--- src/inc/edpc_params.svh ---
// Purpose: offsets, field positions, reset values for the display/panel control pair
// Assumes: 8-bit indexed register port
// Notes: definitions only
`ifndef EDPC_PARAMS_SVH
`define EDPC_PARAMS_SVH
`define EDPC_IDX_EXT_DISP 8'h1b
`define EDPC_IDX_FP_IF 8'h1c
`define EDPC_EXT_DISP_MASK 8'he7
`define EDPC_FP_IF_MASK 8'hcf
`define EDPC_RESET_VAL 8'h00
`define EDPC_BIT_NO_BLINK 7
`define EDPC_BIT_FAST_PAGE 6
`define EDPC_BIT_BLANK_DE 5
`define EDPC_BIT_VBLANK 2
`define EDPC_BIT_EXT_WRAP 1
`define EDPC_BIT_START16 0
`define EDPC_BIT_CLASS_HI 7
`define EDPC_BIT_CLASS_LO 6
`define EDPC_BIT_PROTECT 3
`define EDPC_BIT_SUSPEND 2
`define EDPC_BIT_INV_LINE 1
`define EDPC_BIT_INV_FRAME 0
`endif

--- src/inc/edpc_pkg.sv ---
// Purpose: types shared by the display/panel control files
// Assumes: nothing
// Notes: one-hot access state
package edpc_pkg;
  typedef enum logic [1:0] {
    PANEL_MONO = 2'h0,
    PANEL_MONO4 = 2'h1,
    PANEL_STN = 2'h2,
    PANEL_TFT = 2'h3
  } edpc_class_t;
  typedef enum logic [2:0] {
    ST_IDLE = 3'h1,
    ST_WRITE = 3'h2,
    ST_READ = 3'h4
  } edpc_state_t;
  typedef struct packed {
    logic no_blink;
    logic fast_page;
    logic blank_de;
    logic vblank;
    logic ext_wrap;
    logic start16;
  } edpc_disp_t;
  typedef struct packed {
    edpc_class_t panel_class;
    logic protect;
    logic suspend;
    logic inv_line;
    logic inv_frame;
  } edpc_panel_t;
endpackage : edpc_pkg
--- src/hdl/edpc_addr_map.sv ---
// Purpose: display-memory address forming for extended wrap
// Assumes: offset register value selected outside
// Notes: combinational
`timescale 1ns/1ps
`default_nettype none
module edpc_addr_map
  import edpc_pkg::*;
(
  // control
  input wire logic ext_wrap_i,
  input wire logic chain4_i,
  input wire logic dword_i,
  input wire logic four_chips_i,
  // addresses
  input wire logic [16:0] host_bus_address_i,
  input wire logic [6:0] offset_i,
  input wire logic [17:0] host_linear_i,
  input wire logic [16:0] character_counter_address_i,
  output logic [18:0] host_memory_address_o,
  output logic [1:0] host_dram_a01_o,
  output logic [1:0] refresh_dram_a01_o,
  output logic [16:0] refresh_addr_o
);
  wire logic [6:0] sum_hi;
  assign sum_hi = 7'({2'h0, host_bus_address_i[16:12]} + offset_i);
  assign host_memory_address_o = ext_wrap_i ? {sum_hi, host_bus_address_i[11:0]} :
    {3'h0, host_bus_address_i[15:0]};
  assign host_dram_a01_o = (ext_wrap_i && chain4_i) ? host_linear_i[17:16] :
    host_linear_i[15:14];
  assign refresh_dram_a01_o = (ext_wrap_i && dword_i) ?
    character_counter_address_i[15:14] : character_counter_address_i[13:12];
  assign refresh_addr_o = {ext_wrap_i & four_chips_i & character_counter_address_i[16],
    character_counter_address_i[15:0]};
endmodule : edpc_addr_map
`default_nettype wire

--- src/hdl/edpc_ctrl.sv ---
// Purpose: extended display and flat panel control registers
// Assumes: indexed register port, synchronous strobes
// Notes: vertical timing held under protect, shadow keeps taking writes
`timescale 1ns/1ps
`default_nettype none
`include "edpc_params.svh"
module edpc_ctrl
  import edpc_pkg::*;
(
  // clock and reset
  input wire logic sys_clk_i,
  input wire logic rst_i,
  // indexed register port
  input wire logic [7:0] reg_index_i,
  input wire logic [7:0] reg_wdata_i,
  input wire logic reg_wr_i,
  input wire logic reg_rd_i,
  output logic [7:0] reg_rdata_o,
  output logic reg_ack_o,
  // vertical timing writes (protected set)
  input wire logic vt_wr_i,
  input wire logic [7:0] vt_wdata_i,
  output logic [7:0] vt_timing_o,
  output logic [7:0] vt_shadow_o,
  // display controls
  input wire logic timing_blank_i,
  input wire logic display_enable_i,
  input wire logic vblank_de_i,
  input wire logic vblank_tft_i,
  output logic cursor_blink_en_o,
  output logic font_fast_page_o,
  output logic dac_blank_o,
  output logic panel_display_enable_out_o,
  output logic [16:0] start_addr_hi_o,
  input wire logic [15:0] start_addr_lo_i,
  // panel selection
  input wire logic panel_timing_scan_i,
  input wire logic sequencer_panel_extension_i,
  input wire logic [1:0] panel_timing_tft_i,
  output edpc_class_t panel_class_o,
  output logic dual_scan_o,
  output logic [4:0] tft_width_o,
  output logic suspend_pd_o,
  // panel strobes
  input wire logic line_raw_i,
  input wire logic frame_raw_i,
  output logic panel_line_clock_o,
  output logic panel_frame_start_o,
  // memory addressing
  input wire logic chain4_i,
  input wire logic dword_i,
  input wire logic four_chips_i,
  input wire logic [16:0] host_bus_address_i,
  input wire logic [6:0] offset_i,
  input wire logic [17:0] host_linear_i,
  input wire logic [16:0] character_counter_address_i,
  output logic [18:0] host_memory_address_o,
  output logic [1:0] host_dram_a01_o,
  output logic [1:0] refresh_dram_a01_o,
  output logic [16:0] refresh_addr_o
);
  edpc_state_t state_q;
  edpc_state_t state_d;
  logic [7:0] disp_q;
  logic [7:0] panel_q;
  logic [7:0] vt_q;
  logic [7:0] vt_shadow_q;
  logic [7:0] rdata_q;
  logic dpe_q;
  logic dac_q;

  function automatic logic hit(input logic [7:0] idx, input logic [7:0] want);
    hit = (idx == want);
  endfunction : hit

  wire logic sel_disp;
  wire logic sel_panel;
  wire edpc_disp_t disp;
  wire edpc_panel_t panel;
  wire logic [7:0] rd_mux;
  assign sel_disp = hit(reg_index_i, `EDPC_IDX_EXT_DISP);
  assign sel_panel = hit(reg_index_i, `EDPC_IDX_FP_IF);
  assign disp = '{no_blink: disp_q[`EDPC_BIT_NO_BLINK], fast_page: disp_q[`EDPC_BIT_FAST_PAGE],
    blank_de: disp_q[`EDPC_BIT_BLANK_DE], vblank: disp_q[`EDPC_BIT_VBLANK],
    ext_wrap: disp_q[`EDPC_BIT_EXT_WRAP], start16: disp_q[`EDPC_BIT_START16]};
  assign panel = '{panel_class: edpc_class_t'(panel_q[`EDPC_BIT_CLASS_HI:`EDPC_BIT_CLASS_LO]),
    protect: panel_q[`EDPC_BIT_PROTECT], suspend: panel_q[`EDPC_BIT_SUSPEND],
    inv_line: panel_q[`EDPC_BIT_INV_LINE], inv_frame: panel_q[`EDPC_BIT_INV_FRAME]};
  // unmapped index reads zero
  assign rd_mux = sel_disp ? disp_q : (sel_panel ? panel_q : 8'h00);

  always_comb
  begin
    case (state_q)
      ST_IDLE: state_d = reg_wr_i ? ST_WRITE : (reg_rd_i ? ST_READ : ST_IDLE);
      ST_WRITE: state_d = ST_IDLE;
      ST_READ: state_d = ST_IDLE;
      default: state_d = ST_IDLE;
    endcase
  end

  always_ff @(posedge sys_clk_i or posedge rst_i)
  begin
    if (rst_i)
    begin
      state_q <= ST_IDLE;
      disp_q <= `EDPC_RESET_VAL;
      panel_q <= `EDPC_RESET_VAL;
      rdata_q <= 8'h00;
    end
    else
    begin
      state_q <= state_d;
      if (state_q == ST_IDLE && reg_wr_i && sel_disp)
        disp_q <= reg_wdata_i & `EDPC_EXT_DISP_MASK;
      if (state_q == ST_IDLE && reg_wr_i && sel_panel)
        panel_q <= reg_wdata_i & `EDPC_FP_IF_MASK;
      if (state_q == ST_IDLE && reg_rd_i && !reg_wr_i)
        rdata_q <= rd_mux;
    end
  end

  // protected copy freezes; shadow keeps taking writes for readback
  always_ff @(posedge sys_clk_i or posedge rst_i)
  begin
    if (rst_i)
    begin
      vt_q <= 8'h00;
      vt_shadow_q <= 8'h00;
    end
    else if (vt_wr_i)
    begin
      vt_shadow_q <= vt_wdata_i;
      if (!panel.protect)
        vt_q <= vt_wdata_i;
    end
  end

  // blank and panel enable registered so they stay glitch-free to the pins
  wire logic dpe_d;
  assign dpe_d = disp.vblank ? vblank_tft_i : vblank_de_i;
  always_ff @(posedge sys_clk_i or posedge rst_i)
  begin
    if (rst_i)
    begin
      dac_q <= 1'b0;
      dpe_q <= 1'b0;
    end
    else
    begin
      dac_q <= disp.blank_de ? !display_enable_i : timing_blank_i;
      dpe_q <= dpe_d;
    end
  end

  assign reg_ack_o = (state_q != ST_IDLE);
  assign reg_rdata_o = rdata_q;
  assign vt_timing_o = vt_q;
  assign vt_shadow_o = vt_shadow_q;
  assign cursor_blink_en_o = !disp.no_blink;
  assign font_fast_page_o = disp.fast_page;
  assign dac_blank_o = dac_q;
  assign panel_display_enable_out_o = dpe_q;
  assign start_addr_hi_o = {disp.start16, start_addr_lo_i};
  assign panel_class_o = panel.panel_class;
  assign suspend_pd_o = panel.suspend;

  // scan mode per class
  assign dual_scan_o = (panel.panel_class == PANEL_MONO) ? !panel_timing_scan_i :
    (panel.panel_class == PANEL_STN) ? sequencer_panel_extension_i : 1'b0;
  // colour width only meaningful for the tft class
  assign tft_width_o = (panel.panel_class != PANEL_TFT) ? 5'h00 :
    (panel_timing_tft_i == 2'h0) ? 5'h09 : (panel_timing_tft_i == 2'h1) ? 5'h0c : 5'h12;

  edpc_panel_out u_panel_out (
    .sys_clk_i(sys_clk_i),
    .rst_i(rst_i),
    .panel_i(panel),
    .line_raw_i(line_raw_i),
    .frame_raw_i(frame_raw_i),
    .panel_line_clock_o(panel_line_clock_o),
    .panel_frame_start_o(panel_frame_start_o)
  );

  edpc_addr_map u_addr_map (
    .ext_wrap_i(disp.ext_wrap),
    .chain4_i(chain4_i),
    .dword_i(dword_i),
    .four_chips_i(four_chips_i),
    .host_bus_address_i(host_bus_address_i),
    .offset_i(offset_i),
    .host_linear_i(host_linear_i),
    .character_counter_address_i(character_counter_address_i),
    .host_memory_address_o(host_memory_address_o),
    .host_dram_a01_o(host_dram_a01_o),
    .refresh_dram_a01_o(refresh_dram_a01_o),
    .refresh_addr_o(refresh_addr_o)
  );
endmodule : edpc_ctrl
`default_nettype wire

--- src/hdl/edpc_panel_out.sv ---
// Purpose: panel line and frame signal polarity
// Assumes: raw panel timing from elsewhere
// Notes: outputs registered
`timescale 1ns/1ps
`default_nettype none
module edpc_panel_out
  import edpc_pkg::*;
(
  // clock and reset
  input wire logic sys_clk_i,
  input wire logic rst_i,
  // control
  input wire edpc_panel_t panel_i,
  input wire logic line_raw_i,
  input wire logic frame_raw_i,
  output logic panel_line_clock_o,
  output logic panel_frame_start_o
);
  logic line_q;
  logic frame_q;
  always_ff @(posedge sys_clk_i or posedge rst_i)
  begin
    if (rst_i)
    begin
      line_q <= 1'b0;
      frame_q <= 1'b0;
    end
    else
    begin
      line_q <= line_raw_i ^ panel_i.inv_line;
      frame_q <= frame_raw_i ^ panel_i.inv_frame;
    end
  end
  assign panel_line_clock_o = line_q;
  assign panel_frame_start_o = frame_q;
endmodule : edpc_panel_out
`default_nettype wire

--- config.mk ---
export PLATFORM = sky130hd
export DESIGN_NAME = edpc_ctrl
export DESIGN_NICKNAME = d
export VERILOG_FILES = /design/src/inc/edpc_pkg.sv /design/src/hdl/edpc_addr_map.sv /design/src/hdl/edpc_ctrl.sv /design/src/hdl/edpc_panel_out.sv
export VERILOG_INCLUDE_DIRS = /design/src /design/src/inc
export SDC_FILE = /design/constraint.sdc
export NUM_CORES = 1
export LEC_CHECK = 0
export BUFFER_PORTS_ARGS = -buffer_cell sky130_fd_sc_hd__buf_2
export CAP_MARGIN = 20
export CORE_AREA = 2 2 83 85
export DETAILED_ROUTE_END_ITERATION = 10
export DIE_AREA = 0 0 85 87
export GPL_ROUTABILITY_DRIVEN = 0
export GPL_TIMING_DRIVEN = 0
export HOLD_SLACK_MARGIN = 0.12
export PLACE_DENSITY_LB_ADDON = 0.1
export SYNTH_ARGS = -nofsm -noshare
export SYNTH_HDL_FRONTEND = slang
export SYNTH_SLANG_ARGS = --single-unit
--- constraint.sdc ---
create_clock -name sys_clk_i -period 4.3 [get_ports sys_clk_i]
set_clock_uncertainty 0.15 [all_clocks]
set_input_delay 0.86 -clock sys_clk_i [delete_from_list [all_inputs] [get_ports sys_clk_i]]
set_output_delay 0.86 -clock sys_clk_i [all_outputs]
set_load 0.05 [all_outputs]
# After elaboration in Yosys (flattened, before gate mapping)
# Index checks and enable logic that the tools add are counted.
[word_totals] elab_cells=52 out_inout_bits=97 in_bits=117 register_bits=43
[op_classes] n_mux=15 add_sub_neg=1 bitwise=5 n_eq_ne=7 reduce_logical=14
[ops] op="2-to-1 mux 19 bit" n=1
[ops] op="equality test 8 x 5 -> 1 bit, second input constant" n=2
[ops] op="2-to-1 mux 8 bit" n=2
[ops] op="2-to-1 mux 5 bit" n=3
[ops] op="2-to-1 mux 3 bit" n=3
[ops] op="adder 5 x 7 -> 7 bit" n=1
[ops] op="logical AND 1 bit" n=7
[ops] op="logical NOT 1 bit" n=4
[ops] op="logical NOT 2 bit" n=2
[ops] op="2-to-1 mux 1 bit" n=4
[ops] op="2-to-1 mux 2 bit" n=2
[ops] op="equality test 3 x 1 -> 1 bit, second input constant" n=1
[ops] op="!= test 3 x 1 -> 1 bit, second input constant" n=1
[ops] op="AND 1 bit" n=2
[ops] op="equality test 2 x 1 -> 1 bit, second input constant" n=1
[ops] op="equality test 2 bit, second input constant" n=1
[ops] op="!= test 2 bit, second input constant" n=1
[ops] op="AND reduction 2 bit" n=1
[ops] op="XOR 1 bit" n=2
[ops] op="inverter 1 bit" n=1

# Longest topological paths before layout
# Gate-level depths: netlist of run 1.
[depth] word_depth=4 ltp_mapped=6 mapped_depth_nobuf=6

# Cells and area by module
# A second synthesis of run 1 with hierarchy kept.
[hier_totals] hier_cells=224 hier_area_um2=2526.2
[modules_own_cells] mod="edpc_ctrl" n_inst=1 seq_area_each_um2=1002.2 cells_per_inst=144 area_per_inst_um2=1858.0
[modules_own_cells] mod="edpc_addr_map" n_inst=1 seq_area_each_um2=0.0 cells_per_inst=75 area_per_inst_um2=596.8
[modules_own_cells] mod="edpc_panel_out" n_inst=1 seq_area_each_um2=50.0 cells_per_inst=5 area_per_inst_um2=71.3

# Least setup slack after synthesis of run 1
# Ideal clock, no wire load.
[synth_timing] path_kind="input-to-output" from="in host_bus_address_i[16]" to="out host_memory_address_o[17]" t_arrival_ns=3.090 stages=3 required_time_ns=3.290 path_buffers=0 slack_ns=0.200 path_cell_list="ha_1 > nand2_1 > o311ai_0"
[synth_via] elab_chain_cells=2
[synth_rtl] item="start, declared" line_no="edpc_ctrl.sv:53" rtl="input wire logic [16:0] host_bus_address_i,"
[synth_rtl] item="adder 5 x 7 -> 7 bit" line_no="edpc_addr_map.sv:25" rtl="assign sum_hi = 7'({2'h0, host_bus_address_i[16:12]} + offset_i);"
[synth_rtl] item="2-to-1 mux 19 bit" line_no="edpc_addr_map.sv:26" rtl="assign host_memory_address_o = ext_wrap_i ? {sum_hi, host_bus_address_i[11:0]} :"
[synth_rtl] item="end, declared" line_no="edpc_ctrl.sv:57" rtl="output logic [18:0] host_memory_address_o,"
# No other way between the ends.

# Final worst setup path of run 1
[layout_timing] from="in host_bus_address_i[12]" to="out host_memory_address_o[18]"
# Same word-level chain as after synthesis.

==> run metrics, run 1 <==
asr flop ratio synth 100%; worst-path fanout max 2; sequential area share after synthesis 42.9%; post-CTS sizing 0; RR Startpoint state_q[0]; Syn Std Cell Area 2450 µm²; CTS Sinks 42; Iter 0 DRT Violations 38; drt total wl 5750 µm; H-tree depth 2; Data required, critical path 3.29 ns; setup_tns 0 ns; largest area contributor in the netlist dfrtp_1; Hold Fails Final Rpt 0; hold path endpoint vt_timing_o[2]; IO buf count 156; via count 2130; status finished clean; Layout Area Growth over Synthesis 39.6%; vias in the first global route 1803; Hold Startpoint vt_timing_o[2]; Die H 87 µm; final worst-path cycle share 84.1%; Top FF cell, synth dfrtp_1; TritonCTS clock tree done; die area 7400 µm²; Setup crit end kind output port; Hold WC Path Type reg -> reg; Max Clk Rate 0.276 GHz; Core Box Area 6570 µm²; synth cell count leaders 49 x buf_4, 41 x dfrtp_1, 38 x nand2_1; Final setup viols 0; I/O Pins 214; mean routed wirelength per cell 11.9 µm; Clock Pin Slew Worst Setup and Hold Paths 0.07 ns; syn avg cell area 10.3 µm²; Hold Path Depth 2; Netlist cell types 36; Max IR drop VDD 214 µV; flop2flop setup slack 2.12 ns; global route total overflow 0; post-synth top area share 41.8%; die extent in x 85 µm; Mapped Nets 362; count leader, synth buf_4; Clock Latency Late Sink 0.29 ns; Starting Density 37.3%; Via density 4.41; Synthesis Warnings 0; Longest Clk Path Bufs 2; # diodes 0; Leakage 1.95 nW; critical path type in -> out; top cells by area, synth dfrtp_1 42%, buf_4 15%, mux2_2 10%; min Tclk post-route 3.62 ns; number of setup buffers added after CTS 0; Max-Cap Viols 0; DR pass1 iterations 4; initial antenna violation count 0; post-place setup slack 0.675 ns; # fillers 642; first-pass GRT wire length 8470 µm; Rows 30; post-DP HPWL 4670 µm; Num CTS Buffers 5; Final Max Tran Viols 0; EDFF count, synth 0; relative slew slack 43.2%; Yosys reg bits 42; hold-fix buffers at CTS 0; R2R depth 5; reg2reg end disp_q[2]; setup slack after layout 0.683 ns; largest net degree at the start of global routing 43; Startpoint Class primary input; Routed Antenna Nets 0; final net count 525; CTS Root Cell clkbuf_8; RSZ-0062 raised after global routing false; GRT Total Usage 14.3%; Worst EP arrival 2.61 ns; Post-Syn Instances 239; layout cells sized above 1 60.5%; drc violations 0; Worst Tran Pin Value 0.851 ns; pwr dens 321 nW/µm²
## routing by layer
metal	up-vias	GRT usage, %	wire length, µm
li1	1070	-	-
met1	960	17.7	2270
met2	94	25.4	2940
met3	6	2.46	482
met4	0	4.33	57
met5	-	0	0
## sequential cells by signal, indices dropped and copies added (netlist names)
| register | flops |
|---|---|
| vt_shadow_o | 8 |
| vt_timing_o | 8 |
| reg_rdata_o | 7 |
| disp_q | 6 |
| panel_q | 6 |
| state_q | 3 |
| dac_blank_o | 1 |
| panel_display_enable_out_o | 1 |
| u_panel_out.panel_frame_start_o | 1 |
| u_panel_out.panel_line_clock_o | 1 |
## kinds of logic (layout without fill, tap and decap cells)
group	after synthesis	after routing	synth area share [%]
simple gates	68	68	13.5
buf+inv	64	228	17.6
flops	42	42	42.9
mux	30	30	14.6
compound gates	23	23	6.07
fa+ha+maj	6	6	3.37
xor+xnor	5	5	1.79
other cells	1	1	0.153
## worst max-delay path: stages
cell and delay, ns:
buf_2 0.10, ha_1 0.22, fa_1 0.40, a21o_1 0.21, a221o_1 0.31, xor2_1 0.12, and2_1 0.13, buf_2 0.25
## stage by stage
stage          power, W  instances  hold WS [ns]  cell area [µm²]  utilization [%]
2_1_floorplan  0.000758        239         0.308             2450                -
3_3_place_gp   0.000850        475         0.305             3330             50.7
3_5_place_dp   0.000855        475         0.308             3330             50.7
4_1_cts         0.00111        483         0.326             3420             52.1
5_1_grt         0.00115        483         0.344             3420             52.1
6_report        0.00110        483         0.320             3420             52.1
## final cells by class
class | instances | area, µm² | area share (%)
sequential | 42 | 1050 | 30.7
multi-input combinational | 133 | 968 | 28.3
tap | 80 | 100 | 2.92
clock buffer | 7 | 86.3 | 2.52
timing repair buffer | 156 | 781 | 22.8
buffer | 56 | 402 | 11.7
inverter | 8 | 30.0 | 0.877
clock inverter | 1 | 5.00 | 0.146
## where the power goes
group | switching [W] | total, W | leakage (nW) | internal, W
combinational | 0.000278 | 0.000402 | 1.36 | 0.000124
sequential | 0.0000130 | 0.000441 | 0.539 | 0.000428
clock | 0.000127 | 0.000256 | 0.0482 | 0.000130
total | 0.000418 | 0.00110 | 1.95 | 0.000682
## cells in the final DEF, fill, tap and decap left out, drive strengths merged, types with 2 or more instances in the layout
cell type / count
buf: 206
xnor2: 2
mux2: 28
nor3: 3
o21ai: 8
dfrtp: 41
and2: 5
nor3b: 3
a22oi: 5
a21o: 2
a21oi: 3
ha: 5
nand3b: 3
mux2i: 2
nor2: 6
xor2: 3
clkbuf: 13
inv: 8
nand2: 38
and3: 4
## worst max path at each step
stage,startpoint,endpoint
6_report,host_bus_address_i[12],host_memory_address_o[18]
5_1_grt,host_bus_address_i[12],host_memory_address_o[18]
4_1_cts,host_bus_address_i[12],host_memory_address_o[18]
3_5_place_dp,host_bus_address_i[12],host_memory_address_o[18]
3_3_place_gp,host_bus_address_i[12],host_memory_address_o[18]
2_1_floorplan,host_bus_address_i[16],host_memory_address_o[17]
(Power assumes the default switching activity.)
==> inputs of run 2 (changes only) <==
ABC_AREA = 1   (was default)
CORE_AREA = default   (was 2 2 83 85)
CORE_UTILIZATION = 39   (was default)
DIE_AREA = default   (was 0 0 85 87)
clock period = 3.7 ns   (was 4.3 ns; I/O delays follow)
==> run metrics, run 2 <==
via count 2441 (was 2130); Max Clk Rate 0.324 GHz; die area 6900 µm² (was 7400 µm²); Netlist cell types 27 (was 36); Num CTS Buffers 5 (unchanged); Leakage 2.13 nW (was 1.95 nW); CTS Root Cell clkbuf_8 (unchanged); multi-input logic area 1010 µm² (was 968 µm²); Iter 0 DRT Violations 101 (was 38); drc violations 0 (unchanged); Clock Pin Slew Worst Setup and Hold Paths 0.07 ns (about the same); Starting Density 40.4% (was 37.3%); flop2flop setup slack 2.22 ns (was 2.12 ns); DR pass1 iterations 4 (unchanged); asr flop ratio synth 100% (unchanged); drt total wl 5710 µm (was 5750 µm); Max IR drop VDD 294 µV (was 214 µV); Synthesis Warnings 0 (unchanged); reg2reg end reg_rdata_o[3] (was disp_q[2]); global route total overflow 0 (unchanged); EDFF count, synth 0 (unchanged); Top FF cell, synth dfrtp_1 (unchanged); RSZ-0062 raised after global routing false (unchanged); # diodes 0 (unchanged); most common cell after layout, fill and taps aside buf_2 (unchanged); hold_ws 0.331 ns (was 0.320 ns); CTS Sinks 42 (unchanged); Startpoint Class primary input (unchanged); worst-path fanout max 2 (unchanged); Hold Fails Final Rpt 0 (unchanged); Die H 83.1 µm (was 87 µm); mean routed wirelength per cell 10.3 µm (was 11.9 µm); status finished clean (unchanged); Worst EP arrival 2.20 ns (was 2.61 ns); Yosys reg bits 42 (unchanged); setup_tns 0 ns (unchanged); IO buf count 157 (was 156); Worst Tran Pin Value 0.861 ns (was 0.851 ns); R2R depth 7 (was 5); initial antenna violation count 0 (unchanged); Max-Cap Viols 0 (unchanged); hold-fix buffers at CTS 0 (unchanged); min Tclk post-route 3.09 ns; relative slew slack 42.5% (was 43.2%); hold path endpoint reg_rdata_o[5] (was vt_timing_o[2]); pwr dens 379 nW/µm² (was 321 nW/µm²); sequential area share after synthesis 41.0% (was 42.9%); Syn Std Cell Area 2560 µm² (was 2450 µm²); Hold WC Path Type reg -> reg (unchanged); Layout Area Growth over Synthesis 38.7% (was 39.6%); Rows 29 (was 30); top cells by area, synth dfrtp_1 40%, nand2_1 14%, buf_4 14% (was dfrtp_1 42%, buf_4 15%, mux2_2 10%); die extent in x 83.1 µm (was 85 µm); Post-Syn Instances 313 (was 239); TritonCTS clock tree done (unchanged); post-synth top area share 40.0% (was 41.8%); final worst-path cycle share 83.4%; Clock Latency Late Sink 0.28 ns (was 0.29 ns); number of setup buffers added after CTS 0 (unchanged); area post-placement 3450 µm² (was 3330 µm²); final net count 600 (was 525); Mapped Nets 436 (was 362); most frequent cells in the layout 160 x buf_2, 99 x nand2_1, 49 x buf_4 (was 156 x buf_2, 49 x buf_4, 41 x dfrtp_1); H-tree depth 2 (unchanged); first-pass GRT wire length 9440 µm (was 8470 µm); Final setup viols 0 (unchanged); count leader, synth nand2_1 (was buf_4); Routed Antenna Nets 0 (unchanged); largest area contributor in the netlist dfrtp_1 (unchanged); GRT Total Usage 16.5% (was 14.3%); critical path type in -> out (unchanged); Setup crit end kind output port (unchanged); vias in the first global route 2239 (was 1803); Hold Path Depth 2 (unchanged); synth cell count leaders 99 x nand2_1, 49 x buf_4, 41 x dfrtp_1 (was 49 x buf_4, 41 x dfrtp_1, 38 x nand2_1); Hold Startpoint reg_rdata_o[5] (was vt_timing_o[2]); Core Box Area 6350 µm² (was 6570 µm²); RR Startpoint state_q[0] (unchanged); layout cells sized above 1 52.7% (was 60.5%); fin area 3560 µm² (was 3420 µm²); register area 1050 µm² (unchanged); Final Max Tran Viols 0 (unchanged); Via density 4.40 (was 4.41); largest net degree at the start of global routing 43 (unchanged); I/O Pins 214 (unchanged); # fillers 614 (was 642); post-DP HPWL 4730 µm (was 4670 µm); post-CTS sizing 0 (unchanged); syn avg cell area 8.19 µm² (was 10.3 µm²); Data required, critical path 2.81 ns (was 3.29 ns); Longest Clk Path Bufs 2 (unchanged); final core occ 56.0% (was 52.1%)
## run 2: worst max path at each step
stage                                start                        end  slack (ns)
floorplan           host_bus_address_i[12]  host_memory_address_o[14]        0.27
global placement    host_bus_address_i[12]  host_memory_address_o[16]        0.62
detailed placement  host_bus_address_i[12]  host_memory_address_o[16]        0.61
CTS                 host_bus_address_i[12]  host_memory_address_o[16]        0.60
global route        host_bus_address_i[12]  host_memory_address_o[16]        0.50
finish              host_bus_address_i[12]  host_memory_address_o[16]        0.61
## run 2: report_power, final
part	internal, W	switching, W
sequential	0.000497	0.0000176
combinational	0.000145	0.000353
clock	0.000188	0.000146
## run 2: layout make-up
| cell class | count | area share [%] |
|---|---|---|
| Clock buffer | 8 | 3.10 |
| Buffer | 53 | 11.1 |
| Timing Repair Buffer | 157 | 22.1 |
| Multi-Input combinational cell | 188 | 28.3 |
| Tap cell | 77 | 2.71 |
| Inverter | 30 | 3.17 |
| Sequential cell | 42 | 29.6 |
## run 2: critical path, cell delays in order
cell and delay [ns]:
buf_2 0.11, ha_1 0.22, fa_1 0.38, nand2_1 0.10, nand2_1 0.07, and2_1 0.15
nand2_1 0.05, nand2_1 0.05, nor2_1 0.07, buf_2 0.26
## run 2: kinds of logic (layout without fill, tap and decap cells)
kind of cell,count (synthesis),in the layout,synth area share (%)
AOI/OAI and AO/OA,18,18,3.61
xor gates and xnor gates,2,2,0.683
adders and majority gates,6,6,3.22
buffers and inverters,83,248,19.8
DFF,42,42,41.0
muxes,13,13,6.00
other,1,1,0.146
and+or+nand+nor,148,148,25.6
## run 2: through the flow
stage	std cells	power [W]	worst slack [ns]
3_5_place_dp	547	0.00103	0.613
4_1_cts	555	0.00136	0.602
2_1_floorplan	313	0.000913	0.275
6_report	555	0.00135	0.613
5_1_grt	555	0.00141	0.502
3_3_place_gp	547	0.00102	0.617
## run 2: per-layer routing
| metal | up-vias | global-route usage [%] | share of wire [%] |
|---|---|---|---|
| met5 | - | 0 | 0 |
| met4 | 0 | 4.23 | 0.88 |
| met3 | 5 | 3.78 | 7.6 |
| met2 | 109 | 30.2 | 50 |
| met1 | 1079 | 19.5 | 42 |
| li1 | 1248 | - | - |
